$ cat src/inc/iolp_pkg.sv
// package for the remote i/o line passing output block
// ==========================================================================
// Operation
// RQ1: digital outputs follow remote digital input states
// RQ2: analog channels 0/1 drive pulse outputs 0/1
// RQ3: forward samples to host when protocol 1/2
// RQ4: forwarding only matters with non-default address
// RQ5: forward enable is one bit, resets enabled
// RQ6: all-ones address disables line passing
// RQ7: address 0xFFFF accepts any sample source
// RQ8: accepted sample updates every configured output
// RQ9: lines 0-9 each own revert timeout
// RQ10: lines 10-14 each own revert timeout
// RQ11: shared pwm timeout zeroes both duties
// RQ12: duty values are ten bits wide
// RQ13: timeout restarts on update, 100 ms tick
package iolp_pkg;
   // ======================================================================
   // sizes
   localparam int NUM_DIG   = 15;             // digital lines 0..14
   localparam int NUM_PWM   = 2;              // pulse outputs
   localparam int ADDR_W    = 64;             // bound source address width
   localparam int TMO_W     = 13;             // fits 0x1770
   localparam int DUTY_W    = 10;             // duty 0..0x3FF
   localparam int LINE_PULSE_OUT_0 = 10;             // line carrying pulse_out_0
   localparam int LINE_PULSE_OUT_1 = 11;             // line carrying pulse_out_1
   // ======================================================================
   // register offsets (byte addresses, word index == address / 4, all multiples of four)
   localparam logic [7:0] OFS_CTRL     = 8'h00; // fwd enable, protocol
   localparam logic [7:0] OFS_ADDR_LO  = 8'h04; // bound address bits 31:0
   localparam logic [7:0] OFS_ADDR_HI  = 8'h08; // bound address bits 63:32
   localparam logic [7:0] OFS_DOUT_CFG = 8'h0C; // line is output / pwm cfg
   localparam logic [7:0] OFS_DFLT     = 8'h10; // configured revert levels
   localparam logic [7:0] OFS_PWM_TMO  = 8'h14; // shared pwm timeout
   localparam logic [7:0] OFS_STATUS   = 8'h18; // live outputs
   localparam logic [7:0] OFS_DUTY     = 8'h1C; // live duties
   localparam logic [7:0] OFS_TMO0     = 8'h40; // line n timeout at 0x40+4n
   // ======================================================================
   // field positions
   localparam int CTRL_FWD_BIT = 0;           // sample_forward_enable
   localparam int CTRL_AP_LSB  = 4;           // host_protocol_setting 4 bits
   localparam int CFG_PULSE_OUT_0_BIT = 15;          // pulse_out_0 as pwm
   localparam int CFG_PULSE_OUT_1_BIT = 16;          // pulse_out_1 as pwm
   // ======================================================================
   // reset values
   localparam logic              FWD_RST     = 1'b1;   // enabled
   localparam logic [ADDR_W-1:0] ADDR_RST    = '1;     // passing off
   localparam logic [ADDR_W-1:0] ADDR_ANY    = 64'h0000_0000_0000_FFFF;
   localparam logic [TMO_W-1:0]  TMO_RST     = 13'h0000;
   localparam logic [TMO_W-1:0]  PWM_TMO_RST = 13'h00FF;
   localparam logic [TMO_W-1:0]  TMO_MAX     = 13'h1770;
   localparam logic [3:0]        AP_API1     = 4'h1;
   localparam logic [3:0]        AP_API2     = 4'h2;
   // ======================================================================
   // timing: 100 ms tick from a 20 MHz clock
   localparam int CLK_HZ     = 20_000_000;
   localparam int TICK_MS    = 100;
   localparam int TICK_CYC   = CLK_HZ / 1000 * TICK_MS;
   // ======================================================================
   // received sample carrier
   typedef struct packed {
      logic [ADDR_W-1:0]  src;                // sender address
      logic [NUM_DIG-1:0] dig;                // reported digital states
      logic [DUTY_W-1:0]  an0;                // analog_in_0
      logic [DUTY_W-1:0]  an1;                // analog_in_1
   } iolp_sample_t;
endpackage : iolp_pkg

$ cat src/verilog/iolp_top.sv
// remote i/o line passing: drives local outputs from remote samples
`timescale 1ns/1ns
`default_nettype none
module iolp_top
   import iolp_pkg::*;
#(
   parameter int TICK_CYCLES = TICK_CYC       // cycles per 100 ms tick
) (
   // clock and reset
   input  wire logic               clk_sys,
   input  wire logic               rst,
   // register port
   input  wire logic [7:0]         reg_addr,
   input  wire logic [31:0]        reg_wdata,
   input  wire logic               reg_wr,
   input  wire logic               reg_rd,
   output logic      [31:0]        reg_rdata,
   // received sample path
   input  wire logic               smp_valid,
   input  wire iolp_sample_t       smp_data,
   // host forwarding path
   output logic                    fwd_valid,
   output iolp_sample_t            fwd_data,
   // local pins
   output logic      [NUM_DIG-1:0] dig_out,
   output logic      [DUTY_W-1:0]  pulse_out_0_duty,
   output logic      [DUTY_W-1:0]  pulse_out_1_duty
);
   // ======================================================================
   // configuration registers
   // all of these are written only through the register port; timeouts
   // are clamped on the way in so that no counter chases a limit beyond
   // the legal range
   logic              fwd_en_ff;              // sample_forward_enable
   logic [3:0]        ap_ff;                  // host_protocol_setting
   logic [ADDR_W-1:0] addr_ff;                // bound_source_address
   logic [16:0]       cfg_ff;                 // output / pwm configuration
   logic [NUM_DIG-1:0] dflt_ff;               // configured revert levels
   logic [TMO_W-1:0]  pwm_tmo_ff;             // pwm_shared_timeout
   logic [TMO_W-1:0]  tmo_ff [NUM_DIG];       // per-line timeouts
   logic [31:0]       rdata_ff;               // read data register

   // ======================================================================
   // decode
   // one strobe per register; the per-line timeout strobes live in the
   // line generate below so that each line decodes its own offset
   wire wr_ctrl  = reg_wr && (reg_addr == OFS_CTRL);
   wire wr_alo   = reg_wr && (reg_addr == OFS_ADDR_LO);
   wire wr_ahi   = reg_wr && (reg_addr == OFS_ADDR_HI);
   wire wr_cfg   = reg_wr && (reg_addr == OFS_DOUT_CFG);
   wire wr_dflt  = reg_wr && (reg_addr == OFS_DFLT);
   wire wr_ptmo  = reg_wr && (reg_addr == OFS_PWM_TMO);
   wire [TMO_W-1:0] wtmo = (reg_wdata[TMO_W-1:0] > TMO_MAX) ?
                           TMO_MAX : reg_wdata[TMO_W-1:0]; // clamp range

   // ======================================================================
   // sample acceptance
   // the all-ones address is tested first because it must switch
   // passing off whatever source the sample claims
   wire pass_off   = (addr_ff == ADDR_RST);             // [RQ6]
   wire any_src    = (addr_ff == ADDR_ANY);             // [RQ7]
   wire accept     = smp_valid && !pass_off &&
                     (any_src || smp_data.src == addr_ff); // [RQ8]
   wire api_mode   = (ap_ff == AP_API1) || (ap_ff == AP_API2);
   // default address means passing is off, so forwarding is moot
   wire do_fwd     = accept && fwd_en_ff && api_mode;   // [RQ3] [RQ4]
   wire pulse_out_0_act   = cfg_ff[CFG_PULSE_OUT_0_BIT];
   wire pulse_out_1_act   = cfg_ff[CFG_PULSE_OUT_1_BIT];

   // ======================================================================
   // 100 ms tick divider
   // free-running, so the first tick after an update may come early; a
   // timeout of n lasts between n-1 and n ticks, the price of one shared
   // divider instead of one per line
   logic [31:0] div_ff;
   wire tick = (div_ff == 32'(TICK_CYCLES - 1));        // [RQ13]
   always_ff @(posedge clk_sys or posedge rst) begin
      if (rst) begin
         div_ff <= 32'h0000_0000;
      end else begin
         // wrap at the end of each tick period
         div_ff <= tick ? 32'h0000_0000 : div_ff + 32'h0000_0001;
      end
   end

   // ======================================================================
   // register writes
   // writes wider than a field are cut to it; the address is written in
   // two halves and stands half-updated between them
   always_ff @(posedge clk_sys or posedge rst) begin
      if (rst) begin
         fwd_en_ff  <= FWD_RST;                         // [RQ5]
         ap_ff      <= 4'h0;
         addr_ff    <= ADDR_RST;
         cfg_ff     <= 17'h00000;
         dflt_ff    <= '0;
         pwm_tmo_ff <= PWM_TMO_RST;                     // [RQ11]
      end else begin
         if (wr_ctrl) begin
            fwd_en_ff <= reg_wdata[CTRL_FWD_BIT];       // [RQ5]
            ap_ff     <= reg_wdata[CTRL_AP_LSB +: 4];
         end
         if (wr_alo) addr_ff[31:0]  <= reg_wdata;
         if (wr_ahi) addr_ff[63:32] <= reg_wdata;
         if (wr_cfg) cfg_ff  <= reg_wdata[16:0];
         if (wr_dflt) dflt_ff <= reg_wdata[NUM_DIG-1:0];
         if (wr_ptmo) pwm_tmo_ff <= wtmo;
      end
   end

   // ======================================================================
   // per-line output, timeout register and revert counter
   // priority per line: a fresh sample beats expiry, expiry beats
   // counting; a line that holds no passed value shows its configured
   // level, so a default written later takes effect at once
   // a timeout of zero never expires and the line keeps its value
   logic [NUM_DIG-1:0] dout_ff;               // live line levels
   logic [NUM_DIG-1:0] held_ff;               // line holds a passed value
   genvar gi;
   generate
      for (gi = 0; gi < NUM_DIG; gi++) begin : g_line
         logic [TMO_W-1:0] cnt_ff;            // ticks since last update
         wire wr_t = reg_wr && (reg_addr == 8'(OFS_TMO0 + 4 * gi));
         wire is_out = cfg_ff[gi];
         wire expire = held_ff[gi] && (tmo_ff[gi] != TMO_RST) && tick &&
                       (cnt_ff + 13'h0001 >= tmo_ff[gi]);
         always_ff @(posedge clk_sys or posedge rst) begin
            if (rst) begin
               tmo_ff[gi]  <= TMO_RST;         // [RQ9] [RQ10]
               cnt_ff      <= 13'h0000;
               dout_ff[gi] <= 1'b0;
               held_ff[gi] <= 1'b0;
            end else begin
               if (wr_t) tmo_ff[gi] <= wtmo;
               if (accept && is_out) begin
                  // same-numbered input drives this output
                  dout_ff[gi] <= smp_data.dig[gi];     // [RQ1] [RQ8]
                  held_ff[gi] <= 1'b1;
                  cnt_ff      <= 13'h0000;             // [RQ13]
               end else if (expire) begin
                  dout_ff[gi] <= dflt_ff[gi];          // [RQ9] [RQ10]
                  held_ff[gi] <= 1'b0;
                  cnt_ff      <= 13'h0000;
               end else if (held_ff[gi] && tick) begin
                  cnt_ff <= cnt_ff + 13'h0001;
               end else if (!held_ff[gi]) begin
                  dout_ff[gi] <= dflt_ff[gi];          // idle at cfg level
               end
            end
         end
      end
   endgenerate

   // ======================================================================
   // pulse duties and shared pwm timeout
   // one counter serves both outputs; it runs only after a sample has
   // updated a pulse output set up for pwm, and zero duty is the resting
   // state once it runs out
   logic [DUTY_W-1:0] duty0_ff;
   logic [DUTY_W-1:0] duty1_ff;
   logic [TMO_W-1:0]  pcnt_ff;
   logic              pheld_ff;
   // an update counts only if at least one output is set up for pwm
   wire pupd    = accept && (pulse_out_0_act || pulse_out_1_act);
   wire pexpire = pheld_ff && (pwm_tmo_ff != TMO_RST) && tick &&
                  (pcnt_ff + 13'h0001 >= pwm_tmo_ff);
   always_ff @(posedge clk_sys or posedge rst) begin
      if (rst) begin
         duty0_ff <= '0;
         duty1_ff <= '0;
         pcnt_ff  <= 13'h0000;
         pheld_ff <= 1'b0;
      end else if (pupd) begin
         // only channels 0 and 1 pass through, ten bits each
         if (pulse_out_0_act) duty0_ff <= smp_data.an0;       // [RQ2] [RQ12]
         if (pulse_out_1_act) duty1_ff <= smp_data.an1;       // [RQ2] [RQ12]
         pcnt_ff  <= 13'h0000;                         // [RQ13]
         pheld_ff <= 1'b1;
      end else if (pexpire) begin
         duty0_ff <= '0;                               // [RQ11]
         duty1_ff <= '0;
         pheld_ff <= 1'b0;
         pcnt_ff  <= 13'h0000;
      end else if (pheld_ff && tick) begin
         pcnt_ff <= pcnt_ff + 13'h0001;
      end
   end

   // ======================================================================
   // forwarding and read-back
   // forwarding copies the whole sample, address included, so the host
   // can tell the sender; read data is zero outside its one cycle
   iolp_sample_t fwd_ff;
   logic         fwdv_ff;
   wire [31:0] rd_mux =
      (reg_addr == OFS_CTRL)     ? {24'h0, ap_ff, 3'h0, fwd_en_ff} :
      (reg_addr == OFS_ADDR_LO)  ? addr_ff[31:0] :
      (reg_addr == OFS_ADDR_HI)  ? addr_ff[63:32] :
      (reg_addr == OFS_DOUT_CFG) ? {15'h0, cfg_ff} :
      (reg_addr == OFS_DFLT)     ? {17'h0, dflt_ff} :
      (reg_addr == OFS_PWM_TMO)  ? {19'h0, pwm_tmo_ff} :
      (reg_addr == OFS_STATUS)   ? {15'h0, pheld_ff, 1'b0, dout_ff} :
      (reg_addr == OFS_DUTY)     ? {6'h0, duty1_ff, 6'h0, duty0_ff} :
      (reg_addr >= OFS_TMO0 && reg_addr < 8'h7C && reg_addr[1:0] == 2'b00)
         ? {19'h0, tmo_ff[4'(reg_addr[5:2])]} : 32'h0000_0000;
   always_ff @(posedge clk_sys or posedge rst) begin
      if (rst) begin
         rdata_ff <= 32'h0000_0000;
         fwd_ff   <= '0;
         fwdv_ff  <= 1'b0;
      end else begin
         rdata_ff <= reg_rd ? rd_mux : 32'h0000_0000;
         // fwd_valid is high for one cycle per forwarded sample, so back-to-back samples keep it high
         fwdv_ff  <= do_fwd;                           // [RQ3]
         if (do_fwd) fwd_ff <= smp_data;
      end
   end

   // every output comes straight from a flip-flop
   assign reg_rdata        = rdata_ff;
   assign fwd_valid        = fwdv_ff;
   assign fwd_data         = fwd_ff;
   assign dig_out          = dout_ff;
   assign pulse_out_0_duty = duty0_ff;
   assign pulse_out_1_duty = duty1_ff;

   // ======================================================================
   // checks
   // the pass-through properties (a_dig, a_an, a_an0, a_fdat) watch the registered outputs one cycle after the
   // edge that accepted a sample, which is when they must have moved
   property p_off;
      @(posedge clk_sys) disable iff (rst) pass_off |-> !accept;
   endproperty
   a_off: assert property (p_off) else $error("passing not off"); // [RQ6]
   property p_dig;
      @(posedge clk_sys) disable iff (rst)
      (accept && cfg_ff[0]) |=> dig_out[0] == $past(smp_data.dig[0]);
   endproperty
   a_dig: assert property (p_dig) else $error("line 0 not passed"); // [RQ1]
   property p_an;
      @(posedge clk_sys) disable iff (rst)
      (accept && pulse_out_1_act) |=> pulse_out_1_duty == $past(smp_data.an1);
   endproperty
   a_an: assert property (p_an) else $error("duty 1 not passed"); // [RQ2]
   property p_fwd;
      @(posedge clk_sys) disable iff (rst) fwd_valid |-> $past(api_mode);
   endproperty
   a_fwd: assert property (p_fwd) else $error("forward bad mode"); // [RQ3]
   property p_fwd2;
      @(posedge clk_sys) disable iff (rst)
      fwd_valid |-> $past(fwd_en_ff) && !$past(pass_off);
   endproperty
   a_fwd2: assert property (p_fwd2) else $error("forward disabled"); // [RQ4]
   property p_any;
      @(posedge clk_sys) disable iff (rst)
      (any_src && smp_valid) |-> accept;
   endproperty
   a_any: assert property (p_any) else $error("any source refused"); // [RQ7]
   property p_pexp;
      @(posedge clk_sys) disable iff (rst)
      (pexpire && !pupd) |=>
         (pulse_out_0_duty == '0) && (pulse_out_1_duty == '0);
   endproperty
   a_pexp: assert property (p_pexp) else $error("pwm not zeroed"); // [RQ11]
   property p_zero;
      @(posedge clk_sys) disable iff (rst)
      (tmo_ff[0] == TMO_RST) |-> !g_line[0].expire;
   endproperty
   a_zero: assert property (p_zero) else $error("zero timeout fired"); // [RQ9]
   property p_rng;
      @(posedge clk_sys) disable iff (rst) tmo_ff[14] <= TMO_MAX;
   endproperty
   a_rng: assert property (p_rng) else $error("timeout range"); // [RQ10]
   property p_an0;
      @(posedge clk_sys) disable iff (rst)
      (accept && pulse_out_0_act) |=> pulse_out_0_duty == $past(smp_data.an0);
   endproperty
   a_an0: assert property (p_an0) else $error("duty 0 not passed"); // [RQ12]
   property p_fdat;
      @(posedge clk_sys) disable iff (rst)
      fwd_valid |-> fwd_data == $past(smp_data);
   endproperty
   a_fdat: assert property (p_fdat) else $error("forward data"); // [RQ3]
   property p_rs;
      @(posedge clk_sys) disable iff (rst)
      (accept && cfg_ff[0]) |=> g_line[0].cnt_ff == 13'h0000;
   endproperty
   a_rs: assert property (p_rs) else $error("count not reset"); // [RQ13]
   property p_rev;
      @(posedge clk_sys) disable iff (rst)
      (g_line[0].expire && !(accept && cfg_ff[0])) |=>
         dig_out[0] == $past(dflt_ff[0]);
   endproperty
   a_rev: assert property (p_rev) else $error("line 0 no revert"); // [RQ9]
   property p_rev14;
      @(posedge clk_sys) disable iff (rst)
      (g_line[14].expire && !(accept && cfg_ff[14])) |=>
         dig_out[14] == $past(dflt_ff[14]);
   endproperty
   a_rev14: assert property (p_rev14) else $error("line 14 revert"); // [RQ10]
   property p_pkeep;
      @(posedge clk_sys) disable iff (rst)
      (pwm_tmo_ff == TMO_RST && !pupd) |=>
         $stable(pulse_out_0_duty) && $stable(pulse_out_1_duty);
   endproperty
   a_pkeep: assert property (p_pkeep) else $error("duty lost"); // [RQ11]
   c_acc: cover property (@(posedge clk_sys) accept);
   c_fwd: cover property (@(posedge clk_sys) fwd_valid);
   c_exp: cover property (@(posedge clk_sys) pexpire);
   c_rev: cover property (@(posedge clk_sys) g_line[0].expire);
   c_any: cover property (@(posedge clk_sys) any_src && accept);
endmodule : iolp_top
`default_nettype wire

$ cat config.mk
export PLATFORM = sky130hd
export DESIGN_NAME = iolp_top
export DESIGN_NICKNAME = d
export VERILOG_FILES = /design/src/inc/iolp_pkg.sv /design/src/verilog/iolp_top.sv
export SDC_FILE = /design/constraint.sdc
export NUM_CORES = 2
export LEC_CHECK = 0
export BUFFER_PORTS_ARGS = -buffer_cell sky130_fd_sc_hd__buf_4
export CAP_MARGIN = 20
export CORE_MARGIN = 1.5
export CORE_UTILIZATION = 40
export DETAILED_ROUTE_END_ITERATION = 16
export PLACE_DENSITY = 0.62
export SYNTH_ARGS = -nofsm -noshare
export SYNTH_HDL_FRONTEND = slang
export SYNTH_SLANG_ARGS = --single-unit
$ cat constraint.sdc
create_clock -name clk_sys -period 55.7 [get_ports clk_sys]
set_input_delay 2.785 -clock clk_sys [delete_from_list [all_inputs] [get_ports clk_sys]]
set_output_delay 2.785 -clock clk_sys [all_outputs]
set_load 0.005 [all_outputs]
=== Word-level counts from Yosys, hierarchy flattened ===
Cells that the tools add are included.

* Bits in registers: 732
* Bits of input ports: 144
* Output and inout bits: 167
* Logic and storage cells: 514

* Add/subtract/negate cells: 17
* $lt $le $gt $ge: 20
* Equality and inequality tests: 60
* Mux-type cells: 160
* Bitwise operators: 1
* Reduce and logical (&&, ||, !) cells: 178

{| class="wikitable"
|+ Operators with widths
! kind !! number
|-
| 13-bit two-way mux || 52
|-
| 13-bit by 1-bit adder with 13-bit output, second input constant || 16
|-
| 13-bit greater-or-equal comparator || 16
|-
| 13-bit nonzero test || 16
|-
| 32-bit two-way mux || 5
|-
| 26-bit two-way mux || 5
|-
| 8-bit by 7-bit == test with 1-bit output, second input constant || 15
|-
| 1-bit logical AND || 107
|-
| 1-bit two-way mux || 92
|-
| 64-bit by 16-bit == test with 1-bit output, second input constant || 1
|-
| 64-bit == test || 1
|-
| 64-bit == test, second input constant || 1
|-
| 13-bit binary-select mux with 4-bit select || 1
|-
| 10-bit two-way mux || 5
|-
| 3-bit nonzero test || 16
|-
| 3-bit by 1-bit inequality test with 1-bit output, second input constant || 15
|-
| 3-bit inequality test, second input constant || 15
|-
| 2-bit AND reduction || 17
|-
| 32-bit by 1-bit adder with 32-bit output, second input constant || 1
|-
| 32-bit by 21-bit == test with 1-bit output, second input constant || 1
|-
| 8-bit by 5-bit == test with 1-bit output, second input constant || 4
|-
| 2-bit nonzero test || 16
|-
| 8-bit by 4-bit == test with 1-bit output, second input constant || 2
|-
| 13-bit > comparator, second input constant || 1
|-
| other kinds (12) || 15
|}

=== Longest topological paths before layout ===
* Depth in word-level cells: 14
* Depth in mapped cells: 16
* Depth with buffers taken out: 16

=== Worst setup path after synthesis ===
No wires, ideal clock.

* Kind: input-to-reg
* Start: input port reg_addr[2]
* End: register rdata_ff[2] (netlist: reg_rdata[2])
* Arrival time: 4.649 ns
* Slack: 50.908 ns
* Stages: 9
* Buffers on the path: 4
* Path through: buf_2 > buf_2 > buf_4 > buf_2 > mux2i_1 > o21ai_0 > mux4_2 > a21oi_1 > nor3_1

* Cells in the longest elaborated chain, start to end: 14
* Elaborated cells on any way between the ends: 26
* Classes of those cells: order compare (2); eq/ne (7); mux (13); bitwise (1); reduce/logical (3)

{| class="wikitable"
|+ RTL lines
! what !! RTL line !! RTL
|-
| from (decl) || iolp_top.sv:13 || <nowiki>input wire logic [7:0] reg_addr,</nowiki>
|-
| 4-bit NOT with 5-bit output (implied by the code) || iolp_top.sv:205 || <nowiki>? {19'h0, tmo_ff[4'(reg_addr[5:2])]} : 32'h0000_0000;</nowiki>
|-
| 13-bit binary-select mux with 4-bit select || iolp_top.sv:205 ||
|-
| 13-bit two-way mux (implied by the code) (2 in series) || iolp_top.sv:205 ||
|-
| 13-bit two-way mux || iolp_top.sv:205 ||
|-
| 26-bit two-way mux || iolp_top.sv:203 || <nowiki>(reg_addr == OFS_DUTY) ? {6'h0, duty1_ff, 6'h0, duty0_ff} :</nowiki>
|-
| 26-bit two-way mux || iolp_top.sv:202 || <nowiki>(reg_addr == OFS_STATUS) ? {15'h0, pheld_ff, 1'b0, dout_ff} :</nowiki>
|-
| 26-bit two-way mux || iolp_top.sv:201 || <nowiki>(reg_addr == OFS_PWM_TMO) ? {19'h0, pwm_tmo_ff} :</nowiki>
|-
| 26-bit two-way mux || iolp_top.sv:200 || <nowiki>(reg_addr == OFS_DFLT) ? {17'h0, dflt_ff} :</nowiki>
|-
| 26-bit two-way mux || iolp_top.sv:199 || <nowiki>(reg_addr == OFS_DOUT_CFG) ? {15'h0, cfg_ff} :</nowiki>
|-
| 32-bit two-way mux || iolp_top.sv:198 || <nowiki>(reg_addr == OFS_ADDR_HI) ? addr_ff[63:32] :</nowiki>
|-
| 32-bit two-way mux || iolp_top.sv:197 || <nowiki>(reg_addr == OFS_ADDR_LO) ? addr_ff[31:0] :</nowiki>
|-
| 32-bit two-way mux * || iolp_top.sv:196 || <nowiki>(reg_addr == OFS_CTRL) ? {24'h0, ap_ff, 3'h0, fwd_en_ff} :</nowiki>
|-
| 32-bit two-way mux * || iolp_top.sv:212 || <nowiki>rdata_ff <= reg_rd ? rd_mux : 32'h0000_0000;</nowiki>
|-
| to (signal assigned) || iolp_top.sv:212 ||
|-
| to (decl) || iolp_top.sv:41 || <nowiki>logic [31:0] rdata_ff;</nowiki>
|}

Every way passes the cells marked *; elsewhere a longest branch is shown, timed or not. The select of a mux whose other input is x is not followed.
A chain may end at the register's enable or synchronous reset.

==> metrics.md <==
| Metric | Value |
|---|---|
| IO Pins | 311 |
| CP most frequent cell | buf_4 |
| Kind of critical path | primary input to async pin |
| Row cnt | between 100 and 150 |
| Tmin final | approximately 6.5 ns |
| Area occupied by multi-input gates | roughly 21000 um^2 |
| Status | completed |
| Placed instance count | approximately 5.6k |
| WP buf/inv | 6 |
| Routed len/inst | between 20 and 25 um |
| Filler Cells Inserted | roughly 9.5k |
| First-pass GRT wire length | 201.4 mm |
| Synth Flop Type | dfrtp_1 |
| Clock root buffer | clkbuf_16 |
| Hold-fix buffers at CTS | 0 |
| Post-route ant nets | 0 |
| Endpoints failing setup | 0 |
| Crit path max fanout | 111 |
| Setup TNS | 0 ns |
| Vias in the first global route | about 32k |
| Worst Path Required | ~56 ns |
| Routability cong. | roughly 0.96 |
| Die Y-Extent | roughly 320 um |
| Pre-CTS setup slack | about 48 ns |
| Sequential-to-total area share from yosys stat | roughly 45% |
| Slew Limit Fails | 0 |
| Reg clk slew, reported paths | 0.06 ns |
| Fmax achieved | about 150 MHz |
| Hold Crit Class | flop to flop |
| Slowest cell on crit path | buf_4 |
| Synth Cell Area | approximately 41000 um^2 |
| Synthesis-to-layout area growth | 15.68% |
| Initial DRC Count | roughly 3.2k |
| H-Tree Level Count | 3 |
| Core Util, Final | 46.79% |
| CTS tree | done |
| Final hold violation count | 0 |
| Leakage | 22.09 nW |
| HPWL Detailed | approximately 100 mm |
| CP Capture Type | async pin |
| Setup repair bufs after CTS | 0 |
| Pin count of the biggest net entering global routing | roughly 110 |
| Post-synthesis cell count | 4077 |
| Max-Cap Viols | 0 |
| Syn nets | between 4k and 5k |
| Worst path cell trace | buf_4 -> inv_8 -> buf_4 -> buf_4 -> buf_4 -> buf_4 |
| Global-route usage over all layers | between 20% and 30% |
| Via density | ~5.7 |
| WL final | approximately 130 mm |
| Yosys reg bits | 732 |
| Synth unique cells | 84 |
| Worst setup margin | 49.24 ns |
| CP arrival | about 7.1 ns |
| DRC | 0 |
| Clock Skew | ~0.034 ns |
| Worst path max stage delay | about 0.86 ns |
| Ys Warns | 0 |
| Post-synth EDFFs | 0 |
| Layout cells sized above 1 | 19.54% |
| Share of flip-flops with an asynchronous set or reset | between 90% and 100% |
| Area of all sequential standard cells | between 15000 and 20000 um^2 |
| Sink Count | 732 |
| Die W | approximately 320 um |
| Core box area | between 100000 and 150000 um^2 |
| Drt first pass iters | 6 |
| Tcrit/Tclk final | between 10% and 20% |
| RSZ-0062 raised after global routing | false |
| Port Buf Inserts | 310 |
| Fin cells | 5797 |
| Die area | between 100000 and 150000 um^2 |
| Worst-Margin Slew | 1.218 ns |
| Max clock buf depth | 3 |
| Clock Latency Late Sink | around 0.66 ns |
| CTS Buf Count | just over 80 |
| Worst VDD drop | 0.00002144 V |
| Initial antenna violation count | 5 |
| Via count | 33.15k |
| Grt ovf | 0 |
| Mean Syn Cell Area | between 10 and 15 um^2 |
| Rel. slew slack | approximately a fifth |
| Post-CTS Resized | 0 |
| Cell family with most CP delay | buffers and inverters |
| # nets final | about 4.7k |
| Worst Setup Start Kind | primary input |
| Starting density of the core | between 40 and 50% |
| Cell Pwr Density | ~25 nW/um^2 |
[state kept, by name (all words and copies together), names as in the netlist]
name / cells
fwd_en_ff: 1
held_ff: 15
tmo_ff: 195
pwm_tmo_ff: 13
reg_rdata: 32
addr_ff: 64
cfg_ff: 17
ap_ff: 4
pulse_out_1_duty: 10
dig_out: 15
pheld_ff: 1
pulse_out_0_duty: 10
g_line.cnt_ff: 195
fwd_data: 99
fwd_valid: 1
dflt_ff: 15
pcnt_ff: 13
div_ff: 32
[routing by layer]
metal / routed length, um / track usage, % / vias up
met3: 11110 / 5.186 / 282
met5: 23 / 0 / -
met2: 60310 / 39.61 / 1312
met1: 56250 / 33.04 / 16376
li1: - / - / 15179
met4: 7123 / 13.12 / 4
[area by class of cell]
type / instances / share of cell area, %
timing repair buffer: 355 / 5.624
multi-input combinational: 2948 / 44.55
antenna: 3 / 0.01572
sequential: 732 / 38.56
clock inverter: 31 / 0.8203
clock buffer: 119 / 4.942
inverter: 241 / 1.910
tap: 1368 / 3.585
[Yosys cell counts, drive strengths merged (16+ instances only)]
cell type    n  area share, %
a22o        28           0.59
mux2i       39           0.95
a32o        24           0.58
nand2      502            4.6
xor2       186            3.9
nand4      102            1.6
clkbuf     107           0.97
and2        21           0.32
o21ai      357            4.3
nand3      162            2.0
a21o        27           0.49
nand2b      44           0.67
ha         225            6.8
mux2       223            7.0
buf         49           0.78
a22oi       38           0.72
nor2       191            1.7
nand3b      16           0.29
xnor2      110            2.3
nor2b       38           0.58
o211ai      17           0.31
and3        72            1.1
mux4        49            2.7
o21a        17           0.31
dfrtp      659             40
inv        241            2.2
a21oi      119            1.5
nor4        78            1.2
nor3        40           0.55
a211oi      37           0.70
dfstp       73            4.6
[worst reg2reg max path, delay by kind of cell, from the launching register on]
family,cells,cell delay [ns]
AO/OA/AOI/OAI,3,1.38
flip-flops,1,0.69
buffers and inverters,1,0.57
XOR/XNOR,1,0.11
AND/OR/NAND/NOR,4,1.56
[layout by cell type, fill, tap and decap left out, drive strengths merged, types with 16 or more instances in the layout]
master,synthesis,routed
a22oi,38,38
inv,241,244
o21a,17,17
and2,21,21
a21oi,119,119
o211ai,17,17
buf,49,355
dfrtp,659,659
nand2,502,502
clkinv,0,20
nand3,162,162
nor4,78,78
clkbuf,107,119
xor2,186,186
ha,225,225
a32o,24,24
and3,72,72
nand2b,44,44
mux2i,39,39
nand4,102,102
nor3,40,40
mux2,223,223
nor2,191,191
a22o,28,28
dfstp,73,73
a21o,27,27
a211oi,37,37
mux4,49,49
xnor2,110,110
nand3b,16,16
o21ai,357,357
nor2b,38,38
[power by group]
part / total, mW / internal (mW) / switching, mW / leakage (nW)
Clock: 0.557 / 0.320 / 0.237 / 1.35
Combinational: 0.0926 / 0.0357 / 0.0569 / 11.3
Sequential: 0.565 / 0.545 / 0.0197 / 9.45
[stage by stage]
step,hold WS (ns),instance area (um^2),total power [mW]
4_1_cts,0.4818,47740,1.222
3_3_place_gp,0.4675,44950,0.6634
5_1_grt,0.4970,47740,1.252
6_report,0.4834,47740,1.214
2_1_floorplan,0.4467,41270,0.6187
3_5_place_dp,0.4693,44990,0.6652
[cells by family after synthesis]
logic type      count (synthesis)  share of synthesized area, %
buf+inv                       397                         3.941
mux                           311                         10.60
xor+xnor                      296                         6.281
compound gates                774                         11.73
simple gates                 1342                         16.02
flops                         732                         44.60
fa+ha+maj                     225                         6.821
[worst paths after layout]
check / from / to / slack, ns / cells past startpoint
max: rst / tmo_ff[25] / 49.24 / 6
min: pwm_tmo_ff[7] / pwm_tmo_ff[7] / 0.48 / 2
min reg2reg: pwm_tmo_ff[7] / pwm_tmo_ff[7] / 0.48 / 2
max in group clk_sys: smp_data[36] / g_line[9].cnt_ff[5] / 49.63 / 10
max reg2reg: addr_ff[56] / g_line[9].cnt_ff[5] / 51.24 / 9
min in group asynchronous: rst / g_line[1].cnt_ff[7] / 2.24 / 2
No activity file was read; power rests on OpenSTA's default activity.
